--- src/rtl/sysconf_cfg.svh ---
// offsets, field positions, reset values and bus constants of the system configuration bank
`ifndef SYSCONF_CFG_SVH
`define SYSCONF_CFG_SVH

`define OFS_CFG1        12'h000
`define OFS_LINE_SRC0   12'h008
`define OFS_LINE_SRC1   12'h00c
`define OFS_LINE_SRC2   12'h010
`define OFS_LINE_SRC3   12'h014
`define OFS_CFG2        12'h018
`define OFS_IRQ_STS     12'h020
`define OFS_IRQ_MASK    12'h024
`define OFS_SRC_STS0    12'h080

`define CFG1_WR_MASK    32'h00ff_00c3
`define CFG1_MEMORY_MAP_SELECT_LSB  0
`define CFG1_IR_ENVELOPE_SOURCE_SELECT_LSB  6
`define CFG1_FMP_B6     16
`define CFG1_FMP_B7     17
`define CFG1_FMP_B8     18
`define CFG1_FMP_B9     19
`define CFG1_FMP_CTL1   20
`define CFG1_FMP_CTL2   21
`define CFG1_FMP_A9     22
`define CFG1_FMP_A10    23
`define CFG1_RST_NOMAP  32'h0000_0000

`define CFG2_LOCKUP_BIT 0
`define CFG2_PARITY_BIT 1
`define CFG2_VMON_BIT   2
`define CFG2_FLAG_BIT   8
`define CFG2_RST        32'h0000_0000

`define LINE_SRC_RST    16'h0000
`define LINE_CODE_MAX   3'h5

`define IRQ_EV_PARITY   0
`define IRQ_EV_LOCKUP   1
`define IRQ_EV_VMON     2
`define IRQ_RST         3'h0

`endif

--- src/rtl/sysconf_pkg.sv ---
// types of the system configuration bank
package sysconf_pkg;

  typedef enum logic [1:0] {
    IR_SRC_TIMER_SIXTEEN    = 2'h0,
    IR_SRC_SERIAL_PORT_ONE  = 2'h1,
    IR_SRC_SERIAL_PORT_FOUR = 2'h2,
    IR_SRC_RESERVED         = 2'h3
  } ir_src_e;

  // fast-plus drive controls going to the pad ring
  typedef struct packed {
    logic pin_a10_fast_plus_drive;
    logic pin_a9_fast_plus_drive;
    logic serial_ctrl_two_fast_plus_all_pins;
    logic serial_ctrl_one_fast_plus_all_pins;
    logic pin_b9_fast_plus_drive;
    logic pin_b8_fast_plus_drive;
    logic pin_b7_fast_plus_drive;
    logic pin_b6_fast_plus_drive;
  } fast_plus_s;

  typedef logic [5:0][15:0] port_pins_t;

  typedef struct packed {
    port_pins_t        pin_sync1;
    port_pins_t        pin_sync2;
    logic [1:0]        boot_sync1;
    logic [1:0]        boot_sync2;
    logic [31:0]       cfg1;
    logic [3:0][15:0]  line_src;
    logic [2:0]        cfg2_ctl;
    logic              parity_flag;
    logic [2:0]        irq_sts;
    logic [2:0]        irq_mask;
    logic              wwdg_pend;
    logic [15:0]       ext_line;
    logic              brk;
    logic              vmon_ro;
    logic              irq;
    logic [31:0]       prdata;
    logic              pready;
    logic              pslverr;
  } state_s;

endpackage : sysconf_pkg

--- src/rtl/sysconf_bank.sv ---
// system configuration bank: memory remap, fast-plus drive, line source select, break locks
`timescale 1ns/1ps
`include "sysconf_cfg.svh"

module sysconf_bank
  import sysconf_pkg::*;
(
  // clock and reset
  input  wire logic        MCLK_IN,
  input  wire logic        SRST_IN,
  // apb slave
  input  wire logic        PSEL_IN,
  input  wire logic        PENABLE_IN,
  input  wire logic        PWRITE_IN,
  input  wire logic [11:0] PADDR_IN,
  input  wire logic [31:0] PWDATA_IN,
  output logic      [31:0] PRDATA_OUT,
  output logic             PREADY_OUT,
  output logic             PSLVERR_OUT,
  // pins and system events
  input  wire logic [1:0]  BOOT_PINS_IN,
  input  wire port_pins_t  PORT_PINS_IN,
  input  wire logic        CORE_LOCKUP_IN,
  input  wire logic        PARITY_ERR_IN,
  input  wire logic        VMON_IRQ_IN,
  input  wire logic        WWDG_IRQ_IN,
  // configuration outputs
  output logic      [1:0]  MEM_MAP_SEL_OUT,
  output ir_src_e          IR_ENV_SEL_OUT,
  output fast_plus_s       FAST_PLUS_OUT,
  output logic      [15:0] EXT_LINE_OUT,
  output logic             TIMER_BREAK_OUT,
  output logic             VMON_CTRL_RO_OUT,
  output logic             IRQ_OUT
);

  state_s st_reg;
  state_s st_next;

  // one pin of the selected port, or low for a reserved code
  function automatic logic pick_line(input logic [3:0] code, input port_pins_t pins,
                                     input int unsigned idx);
    logic hit;
    hit = 1'b0;
    if (code[2:0] <= `LINE_CODE_MAX) begin
      hit = pins[code[2:0]][idx];
    end
    return hit;
  endfunction : pick_line

  logic        bus_setup;
  logic        bus_done;
  logic        wr_done;
  logic        mapped;
  logic [31:0] rd_word;
  logic [2:0]  irq_ev;

  assign bus_setup = PSEL_IN & PENABLE_IN & ~st_reg.pready;
  assign bus_done  = PSEL_IN & PENABLE_IN & st_reg.pready;
  assign wr_done   = bus_done & PWRITE_IN & ~st_reg.pslverr;

  // read mux; reserved bits are masked to zero
  always_comb begin
    mapped  = 1'b1;
    rd_word = 32'h0000_0000;
    unique case (PADDR_IN)
      `OFS_CFG1:      rd_word = st_reg.cfg1 & `CFG1_WR_MASK;
      `OFS_LINE_SRC0: rd_word = {16'h0000, st_reg.line_src[0]};
      `OFS_LINE_SRC1: rd_word = {16'h0000, st_reg.line_src[1]};
      `OFS_LINE_SRC2: rd_word = {16'h0000, st_reg.line_src[2]};
      `OFS_LINE_SRC3: rd_word = {16'h0000, st_reg.line_src[3]};
      `OFS_CFG2: begin
        rd_word[`CFG2_LOCKUP_BIT +: 3] = st_reg.cfg2_ctl;
        rd_word[`CFG2_FLAG_BIT]        = st_reg.parity_flag;
      end
      `OFS_IRQ_STS:   rd_word = {29'h0000_0000, st_reg.irq_sts};
      `OFS_IRQ_MASK:  rd_word = {29'h0000_0000, st_reg.irq_mask};
      `OFS_SRC_STS0:  rd_word = {31'h0000_0000, st_reg.wwdg_pend};
      default:        mapped = 1'b0;
    endcase
  end

  assign irq_ev[`IRQ_EV_PARITY] = PARITY_ERR_IN;
  assign irq_ev[`IRQ_EV_LOCKUP] = CORE_LOCKUP_IN;
  assign irq_ev[`IRQ_EV_VMON]   = VMON_IRQ_IN;

  always_comb begin
    st_next = st_reg;
    // synchronisers keep shifting through reset so the boot level is settled
    st_next.pin_sync1  = PORT_PINS_IN;
    st_next.pin_sync2  = st_reg.pin_sync1;
    st_next.boot_sync1 = BOOT_PINS_IN;
    st_next.boot_sync2 = st_reg.boot_sync1;

    // apb: setup, one wait cycle, then ready with registered data
    st_next.pready  = bus_setup;
    st_next.pslverr = bus_setup & ~mapped;
    st_next.prdata  = (bus_setup & ~PWRITE_IN) ? rd_word : 32'h0000_0000;

    if (wr_done) begin
      unique case (PADDR_IN)
        `OFS_CFG1: begin
          st_next.cfg1 = PWDATA_IN & `CFG1_WR_MASK;
        end
        `OFS_LINE_SRC0: st_next.line_src[0] = PWDATA_IN[15:0];
        `OFS_LINE_SRC1: st_next.line_src[1] = PWDATA_IN[15:0];
        `OFS_LINE_SRC2: st_next.line_src[2] = PWDATA_IN[15:0];
        `OFS_LINE_SRC3: st_next.line_src[3] = PWDATA_IN[15:0];
        `OFS_CFG2: begin
          // lockup and parity lock bits only set, reset is the sole way back; the vmon bit takes the written value
          st_next.cfg2_ctl[`CFG2_LOCKUP_BIT] = st_reg.cfg2_ctl[`CFG2_LOCKUP_BIT] |
                                               PWDATA_IN[`CFG2_LOCKUP_BIT];
          st_next.cfg2_ctl[`CFG2_PARITY_BIT] = st_reg.cfg2_ctl[`CFG2_PARITY_BIT] |
                                               PWDATA_IN[`CFG2_PARITY_BIT];
          st_next.cfg2_ctl[`CFG2_VMON_BIT]   = PWDATA_IN[`CFG2_VMON_BIT];
          if (PWDATA_IN[`CFG2_FLAG_BIT]) begin
            st_next.parity_flag = 1'b0;
          end
        end
        `OFS_IRQ_STS:  st_next.irq_sts  = st_reg.irq_sts & ~PWDATA_IN[2:0];
        `OFS_IRQ_MASK: st_next.irq_mask = PWDATA_IN[2:0];
        default: ;
      endcase
    end

    // a new event wins over a clear in the same cycle
    if (PARITY_ERR_IN) begin
      st_next.parity_flag = 1'b1;
    end
    st_next.irq_sts = st_next.irq_sts | irq_ev;

    st_next.wwdg_pend = WWDG_IRQ_IN;

    for (int unsigned i = 0; i < 16; i++) begin
      st_next.ext_line[i] = pick_line(st_reg.line_src[i / 4][(i % 4) * 4 +: 4],
                                      st_reg.pin_sync2, i);
    end

    st_next.brk = (st_reg.cfg2_ctl[`CFG2_LOCKUP_BIT] & CORE_LOCKUP_IN) |
                  (st_reg.cfg2_ctl[`CFG2_PARITY_BIT] & PARITY_ERR_IN) |
                  (st_reg.cfg2_ctl[`CFG2_VMON_BIT] & VMON_IRQ_IN);
    st_next.vmon_ro = st_next.cfg2_ctl[`CFG2_VMON_BIT];
    st_next.irq     = |(st_next.irq_sts & st_next.irq_mask);

    if (SRST_IN) begin
      st_next.cfg1        = `CFG1_RST_NOMAP;
      // mapping caught from the settled boot level while reset is held
      st_next.cfg1[`CFG1_MEMORY_MAP_SELECT_LSB +: 2] = st_reg.boot_sync2;
      st_next.line_src    = {4{`LINE_SRC_RST}};
      st_next.cfg2_ctl    = 3'(`CFG2_RST);
      st_next.parity_flag = 1'b0;
      st_next.irq_sts     = `IRQ_RST;
      st_next.irq_mask    = `IRQ_RST;
      st_next.wwdg_pend   = 1'b0;
      st_next.ext_line    = 16'h0000;
      st_next.brk         = 1'b0;
      st_next.vmon_ro     = 1'b0;
      st_next.irq         = 1'b0;
      st_next.prdata      = 32'h0000_0000;
      st_next.pready      = 1'b0;
      st_next.pslverr     = 1'b0;
    end
  end

  always_ff @(posedge MCLK_IN) begin
    st_reg <= st_next;
  end

  // map select: low bit 0 main flash, 01 system flash, 11 sram
  assign MEM_MAP_SEL_OUT  = st_reg.cfg1[`CFG1_MEMORY_MAP_SELECT_LSB +: 2];
  assign IR_ENV_SEL_OUT   = ir_src_e'(st_reg.cfg1[`CFG1_IR_ENVELOPE_SOURCE_SELECT_LSB +: 2]);
  // per-pin bits set fast-plus on one pin each; controller bits set fast-plus on all pins of that controller
  assign FAST_PLUS_OUT    = fast_plus_s'(st_reg.cfg1[`CFG1_FMP_B6 +: 8]);
  assign EXT_LINE_OUT     = st_reg.ext_line;
  assign TIMER_BREAK_OUT  = st_reg.brk;
  assign VMON_CTRL_RO_OUT = st_reg.vmon_ro;
  assign IRQ_OUT          = st_reg.irq;
  assign PRDATA_OUT       = st_reg.prdata;
  assign PREADY_OUT       = st_reg.pready;
  assign PSLVERR_OUT      = st_reg.pslverr;

endmodule : sysconf_bank

--- config.mk ---
export PLATFORM = sky130hd
export DESIGN_NAME = sysconf_bank
export DESIGN_NICKNAME = d
export VERILOG_FILES = /design/src/rtl/sysconf_pkg.sv /design/src/rtl/sysconf_bank.sv
export VERILOG_INCLUDE_DIRS = /design/src /design/src/rtl
export SDC_FILE = /design/constraint.sdc
export NUM_CORES = 1
export LEC_CHECK = 0
export BUFFER_PORTS_ARGS = -buffer_cell sky130_fd_sc_hd__buf_2
export CAP_MARGIN = 40
export CORE_MARGIN = 2
export CORE_UTILIZATION = 58
export DETAILED_ROUTE_END_ITERATION = 10
export PLACE_DENSITY = 0.92
export SYNTH_ARGS = -nofsm -noshare
export SYNTH_HDL_FRONTEND = slang
export SYNTH_SLANG_ARGS = --single-unit
--- constraint.sdc ---
create_clock -name MCLK_IN -period 5 [get_ports MCLK_IN]
set_input_delay 1 -clock MCLK_IN [delete_from_list [all_inputs] [get_ports MCLK_IN]]
set_output_delay 1 -clock MCLK_IN [all_outputs]
set_load 0.02 [all_outputs]
== Word level (Yosys, flattened, before mapping) ==
Cells that the tools add are included.

* Memory bits (read-only): 0
* RAM bits: 0
* Word-level logic and storage cells: 225
* Latch bits: 0
* Bits in registers: 335
* Memories kept: 0
* Input port bits: 151

* Bitwise gates (word level): 39
* Multipliers: 0
* Shifts and indexed selects: 0
* Reduce and logical (&&, ||, !) cells: 33
* Add/subtract/negate cells: 0
* Muxes and demuxes: 66
* Divide/modulo/power cells: 0
* Equality and inequality tests: 8
* $lt $le $gt $ge: 32

{| class="wikitable"
|+ Operator list
! cell !! number
|-
| $bmux 16 s3 || 16
|-
| $mux 130 || 1
|-
| $mux 16 || 5
|-
| $mux 76 || 1
|-
| $pmux 15 s5 || 1
|-
| $lt 3x4->1 const B || 16
|-
| $le 3x3->1 const B || 16
|-
| $eq 12x5->1 const B || 3
|-
| $reduce_or 2->1 || 17
|-
| $mux 32 || 1
|-
| $pmux 3 s9 || 1
|-
| $pmux 5 s5 || 1
|-
| $eq 12x4->1 const B || 2
|-
| $eq 12x6->1 const B || 2
|-
| $not 1->1 || 21
|-
| $mux 1 || 20
|-
| $mux 15 || 1
|-
| $mux 14 || 1
|-
| $reduce_and 2->1 || 7
|-
| $mux 13 || 1
|-
| $eq 12x8->1 const B || 1
|-
| $logic_not 12->1 || 1
|-
| $mux 12 || 1
|-
| $mux 11 || 1
|-
| 19 further kinds || 40
|}

== Logic depth before layout (Yosys ltp) ==
* Depth after elaboration: 9
* Gate-level depth with buffers: 9
* Depth with buffers taken out: 5

== Worst setup path after synthesis ==
Ideal clock, no wire load.

* Kind: input -> register
* Start point: in PADDR_IN[7]
* End point: reg st_reg[125] in the netlist's numbering
* Path slack: 2.560 ns
* Library setup time: 0.136 ns
* Stages: 8
* Required time: 4.864 ns
* Arrival time: 2.304 ns
* Cell sequence: buf_2 nor4b_4 and3_1 buf_4 nand2_1 clkbuf_1 nand2_1 a21oi_2

* Cells in the longest elaborated chain, start to end: 2

{| class="wikitable"
|+ Ends and longest elaborated chain
! element !! line !! text
|-
| start, declared || sysconf_bank.sv:15 || <nowiki>input wire logic [11:0] PADDR_IN,</nowiki>
|-
| $eq 12x5->1 || sysconf_bank.sv:101 || <nowiki>unique case (PADDR_IN)</nowiki>
|-
| $reduce_and 2->1 (no line) || n/a ||
|-
| end signal, assigned || sysconf_bank.sv:166 || <nowiki>st_reg <= st_next;</nowiki>
|-
| end, declared || sysconf_bank.sv:37 || <nowiki>state_s st_reg;</nowiki>
|}

No other way between the ends.
A chain may end at the register's enable or synchronous reset.

== Worst setup path in the final report ==
* Start point: in PADDR_IN[9]
* End point: reg st_reg[120] in the netlist's numbering

Same word-level chain as after synthesis.

==> results.sh <==
export IMPL_status="finished clean"
export IMPL_dpl_hpwl_mm=15.50
export IMPL_rsz0062_at_grt="no"
export IMPL_skew_ps=10.09
export IMPL_cts_tree="yes"
export IMPL_yosys_area_share_simple=0.1274
export IMPL_p_seq_frac=0.519
export IMPL_critical_path_max_fanout=16
export IMPL_ir_drop_mv=0.3377
export IMPL_grt_usage=0.2363
export IMPL_arrival_ps=3450
export IMPL_required_ps=5440
export IMPL_crit_type="in2reg"
export IMPL_drive_gt1_frac=0.2802
export IMPL_period_share=0.6020
export IMPL_vias=7088
export IMPL_die_h_microns=136.9
export IMPL_clock_sinks=327
export IMPL_fin_ws_ps=1990
export IMPL_reg2reg_from="PREADY_OUT$_SDFF_PP0_"
export IMPL_p_sw_mw=1.054
export IMPL_cts_resized_gates=0
export IMPL_routedWlPerCell_microns=17.50
export IMPL_cp_start_kind="input port"
export IMPL_cts_made_buffers=30
export IMPL_start_util=0.5924
export IMPL_synthArstFlopShare=0
export IMPL_largest_reg_flops=172
export IMPL_ys_flop_type="dfxtp_1"
export IMPL_cp_end_kind="flop"
export IMPL_fin_setup_tns_ps=0
export IMPL_dp_cells=1241
export IMPL_path_cells="buf_2 > nor4_4 > and3_1 > nand2_1 > nand2_1 > a21oi_2"
export IMPL_combPwrFrac=0.032
export IMPL_setup_viol_count_final=0
export IMPL_drc=0
export IMPL_crit_buf_inv=1
export IMPL_grt_pass1_vias=6917
export IMPL_synth_seq_cells=327
export IMPL_synthTopCellsByCount="dfxtp_1 (325), nand2_1 (167), a21oi_1 (76)"
export IMPL_p_int_mw=4.206
export IMPL_netlist_area_sq_um=10250
export IMPL_dieWidth_microns=136.9
export IMPL_clk_latency_ps=560
export IMPL_synth_top_area_share=0.6350
export IMPL_fmax_mhz=332.2
export IMPL_io_pins=216
export IMPL_seq_area_frac_synth=0.6409
export IMPL_yosys_area_top_type="dfxtp_1"
export IMPL_first_pass_iters=7
export IMPL_reg2reg_depth=4
export IMPL_post_cts_buffers=0
export IMPL_yosys_top_cells_area="dfxtp_1 (63%), nand2_1 (6.1%), buf_4 (4.8%)"
export IMPL_dpl_worst_slack_ps=1544
export IMPL_synth_area_mux_share=0.07486
export IMPL_io_buffers=199
export IMPL_critical_path_max_stage_delay_ps=750
export IMPL_cpLargestDelayFamily="simple AND/OR/NAND/NOR gates"
export IMPL_drt_iter0_drc=535
export IMPL_crit_cells=6
export IMPL_nNetsFinal=1199
export IMPL_whs_path_depth=0
export IMPL_grt_antenna_before_repair=2
export IMPL_yosysWarnings=0
export IMPL_worst_slew_margin_rel=0.5105
export IMPL_path_common_cell="nand2_1"
export IMPL_r2r_setup_slack_ps=2520
export IMPL_switching_share=0.2003
export IMPL_clk_pin_slew_ps=60
export IMPL_synth_compound_area_frac=0.08585
export IMPL_finalHoldViolCount=0
export IMPL_reg2reg_to="PRDATA_OUT[14]$_SDFF_PP0_"
export IMPL_power_density_nw_per_um2=439.7
export IMPL_synth_top_family_by_area="simple AND/OR/NAND/NOR gates"
export IMPL_synth_adder_area_share=0
export IMPL_synth_most_common_cell="dfxtp_1"
export IMPL_syn_to_final_growth_pct=16.77
export IMPL_min_period_ps=3010
export IMPL_rows=48
export IMPL_synth_edf_count=2
export IMPL_cts_buffer_depth=3
export IMPL_htreeDepth=1
export IMPL_synth_cells=913
export IMPL_max_cap_violations=0
export IMPL_whs_endpoint="st_reg[208]$_DFF_P_"
export IMPL_hold_start="st_next[208]$_DFF_P_"
export IMPL_core_area_sq_um=17300
export IMPL_hold_buffers=0
export IMPL_crit_slowest_cell="and3_1"
export IMPL_fillCellCount=1187
export IMPL_grt_max_degree=52
export IMPL_drv_slew=0
export IMPL_clockPowerShare=0.449
export IMPL_dieArea_sq_um=18740
export IMPL_clockRootBuffer="clkbuf_16"
export IMPL_grt_pass1_wl_mm=34.31
export IMPL_synth_avg_cell_area_sq_um=11.22
export IMPL_synth_xor_area_frac=0.0008548
export IMPL_synth_cell_types=50
export IMPL_instances_no_fill=1293
export IMPL_min_path_type="reg2reg"
export IMPL_grt_overflow=0
export IMPL_tightest_slew_ps=734.2
export IMPL_leakagePower_nw=4.789
export IMPL_finalWirelength_mm=22.63
export IMPL_ant_nets=0
export IMPL_via_per_inst=5.482
export IMPL_globalplace_congestion=0.8874
## layer usage
layer	track usage	wire (microns)	vias up
li1	-	-	3284
met1	0.2733	8340	3322
met2	0.4214	11270	408
met3	0.05000	2077	72
met4	0.1042	929	2
met5	0	8	-
## worst max-delay path by stage
stage | from | endpoint | slack (ps)
2_1_floorplan | PADDR_IN[7] | st_reg[125]$_SDFFE_PP0P_ | 2560
3_3_place_gp | PADDR_IN[9] | st_reg[123]$_SDFFE_PP0P_ | 1520
3_5_place_dp | PADDR_IN[9] | st_reg[102]$_SDFFE_PP0P_ | 1540
4_1_cts | PADDR_IN[9] | st_reg[101]$_SDFFE_PP0P_ | 2100
5_1_grt | PADDR_IN[9] | st_reg[102]$_SDFFE_PP0P_ | 1890
6_report | PADDR_IN[9] | st_reg[120]$_SDFFE_PP0P_ | 1990
## layout make-up
cell class / instances / area (sq um) / area share
diodes: 1 / 2.502 / 0.0002092
inverters: 5 / 18.77 / 0.001569
clock inverters: 8 / 170.2 / 0.01422
multi-input cells: 481 / 2995 / 0.2504
clock buffers: 43 / 880.8 / 0.07362
flip-flops and latches: 327 / 6566 / 0.5488
well taps: 225 / 281.5 / 0.02353
repair buffers: 203 / 1049 / 0.08764
## through the flow
step                instance area [sq um]    util  hold slack (ps)  power (mW)
floorplan                           10270       -            309.6       2.869
global placement                    10880  0.6288            310.4       2.939
detailed placement                  10910  0.6308            312.1       2.954
CTS                                 11960  0.6916            324.1       5.295
global route                        11960  0.6917            326.1       5.414
finish                              11960  0.6917            323.7       5.260
## power groups by stage
stage                     Clock (mW)  Combinational (mW)  Sequential (mW)
after floorplan                    0              0.0923             2.78
after global placement             0               0.158             2.78
after detailed placement           0               0.166             2.79
after CTS                       2.40               0.168             2.73
after global routing            2.49               0.182             2.74
final                           2.36               0.169             2.73
## cell usage in the layout (no fill, tap or decap), types with 5 or more instances in the layout
master	instances
mux2_2	5
nor2b_1	5
a21oi_1	76
and2_1	11
mux4_2	16
nand3_1	19
mux2i_1	35
clkbuf_1	6
conb_1	8
clkbuf_16	31
dfxtp_1	325
a21oi_2	20
a222oi_1	15
inv_1	5
nand2_1	167
buf_2	198
nor2_1	46
a22o_1	6
a31oi_1	6
clkbuf_8	6
and3_1	5
## kinds of logic after synthesis
| family | after synthesis |
|---|---|
| mux | 56 |
| simple gates | 281 |
| flops | 327 |
| other cells | 1 |
| buf+inv | 112 |
| compound gates | 135 |
| xor+xnor | 1 |
No activity file was read; power rests on OpenSTA's default activity.
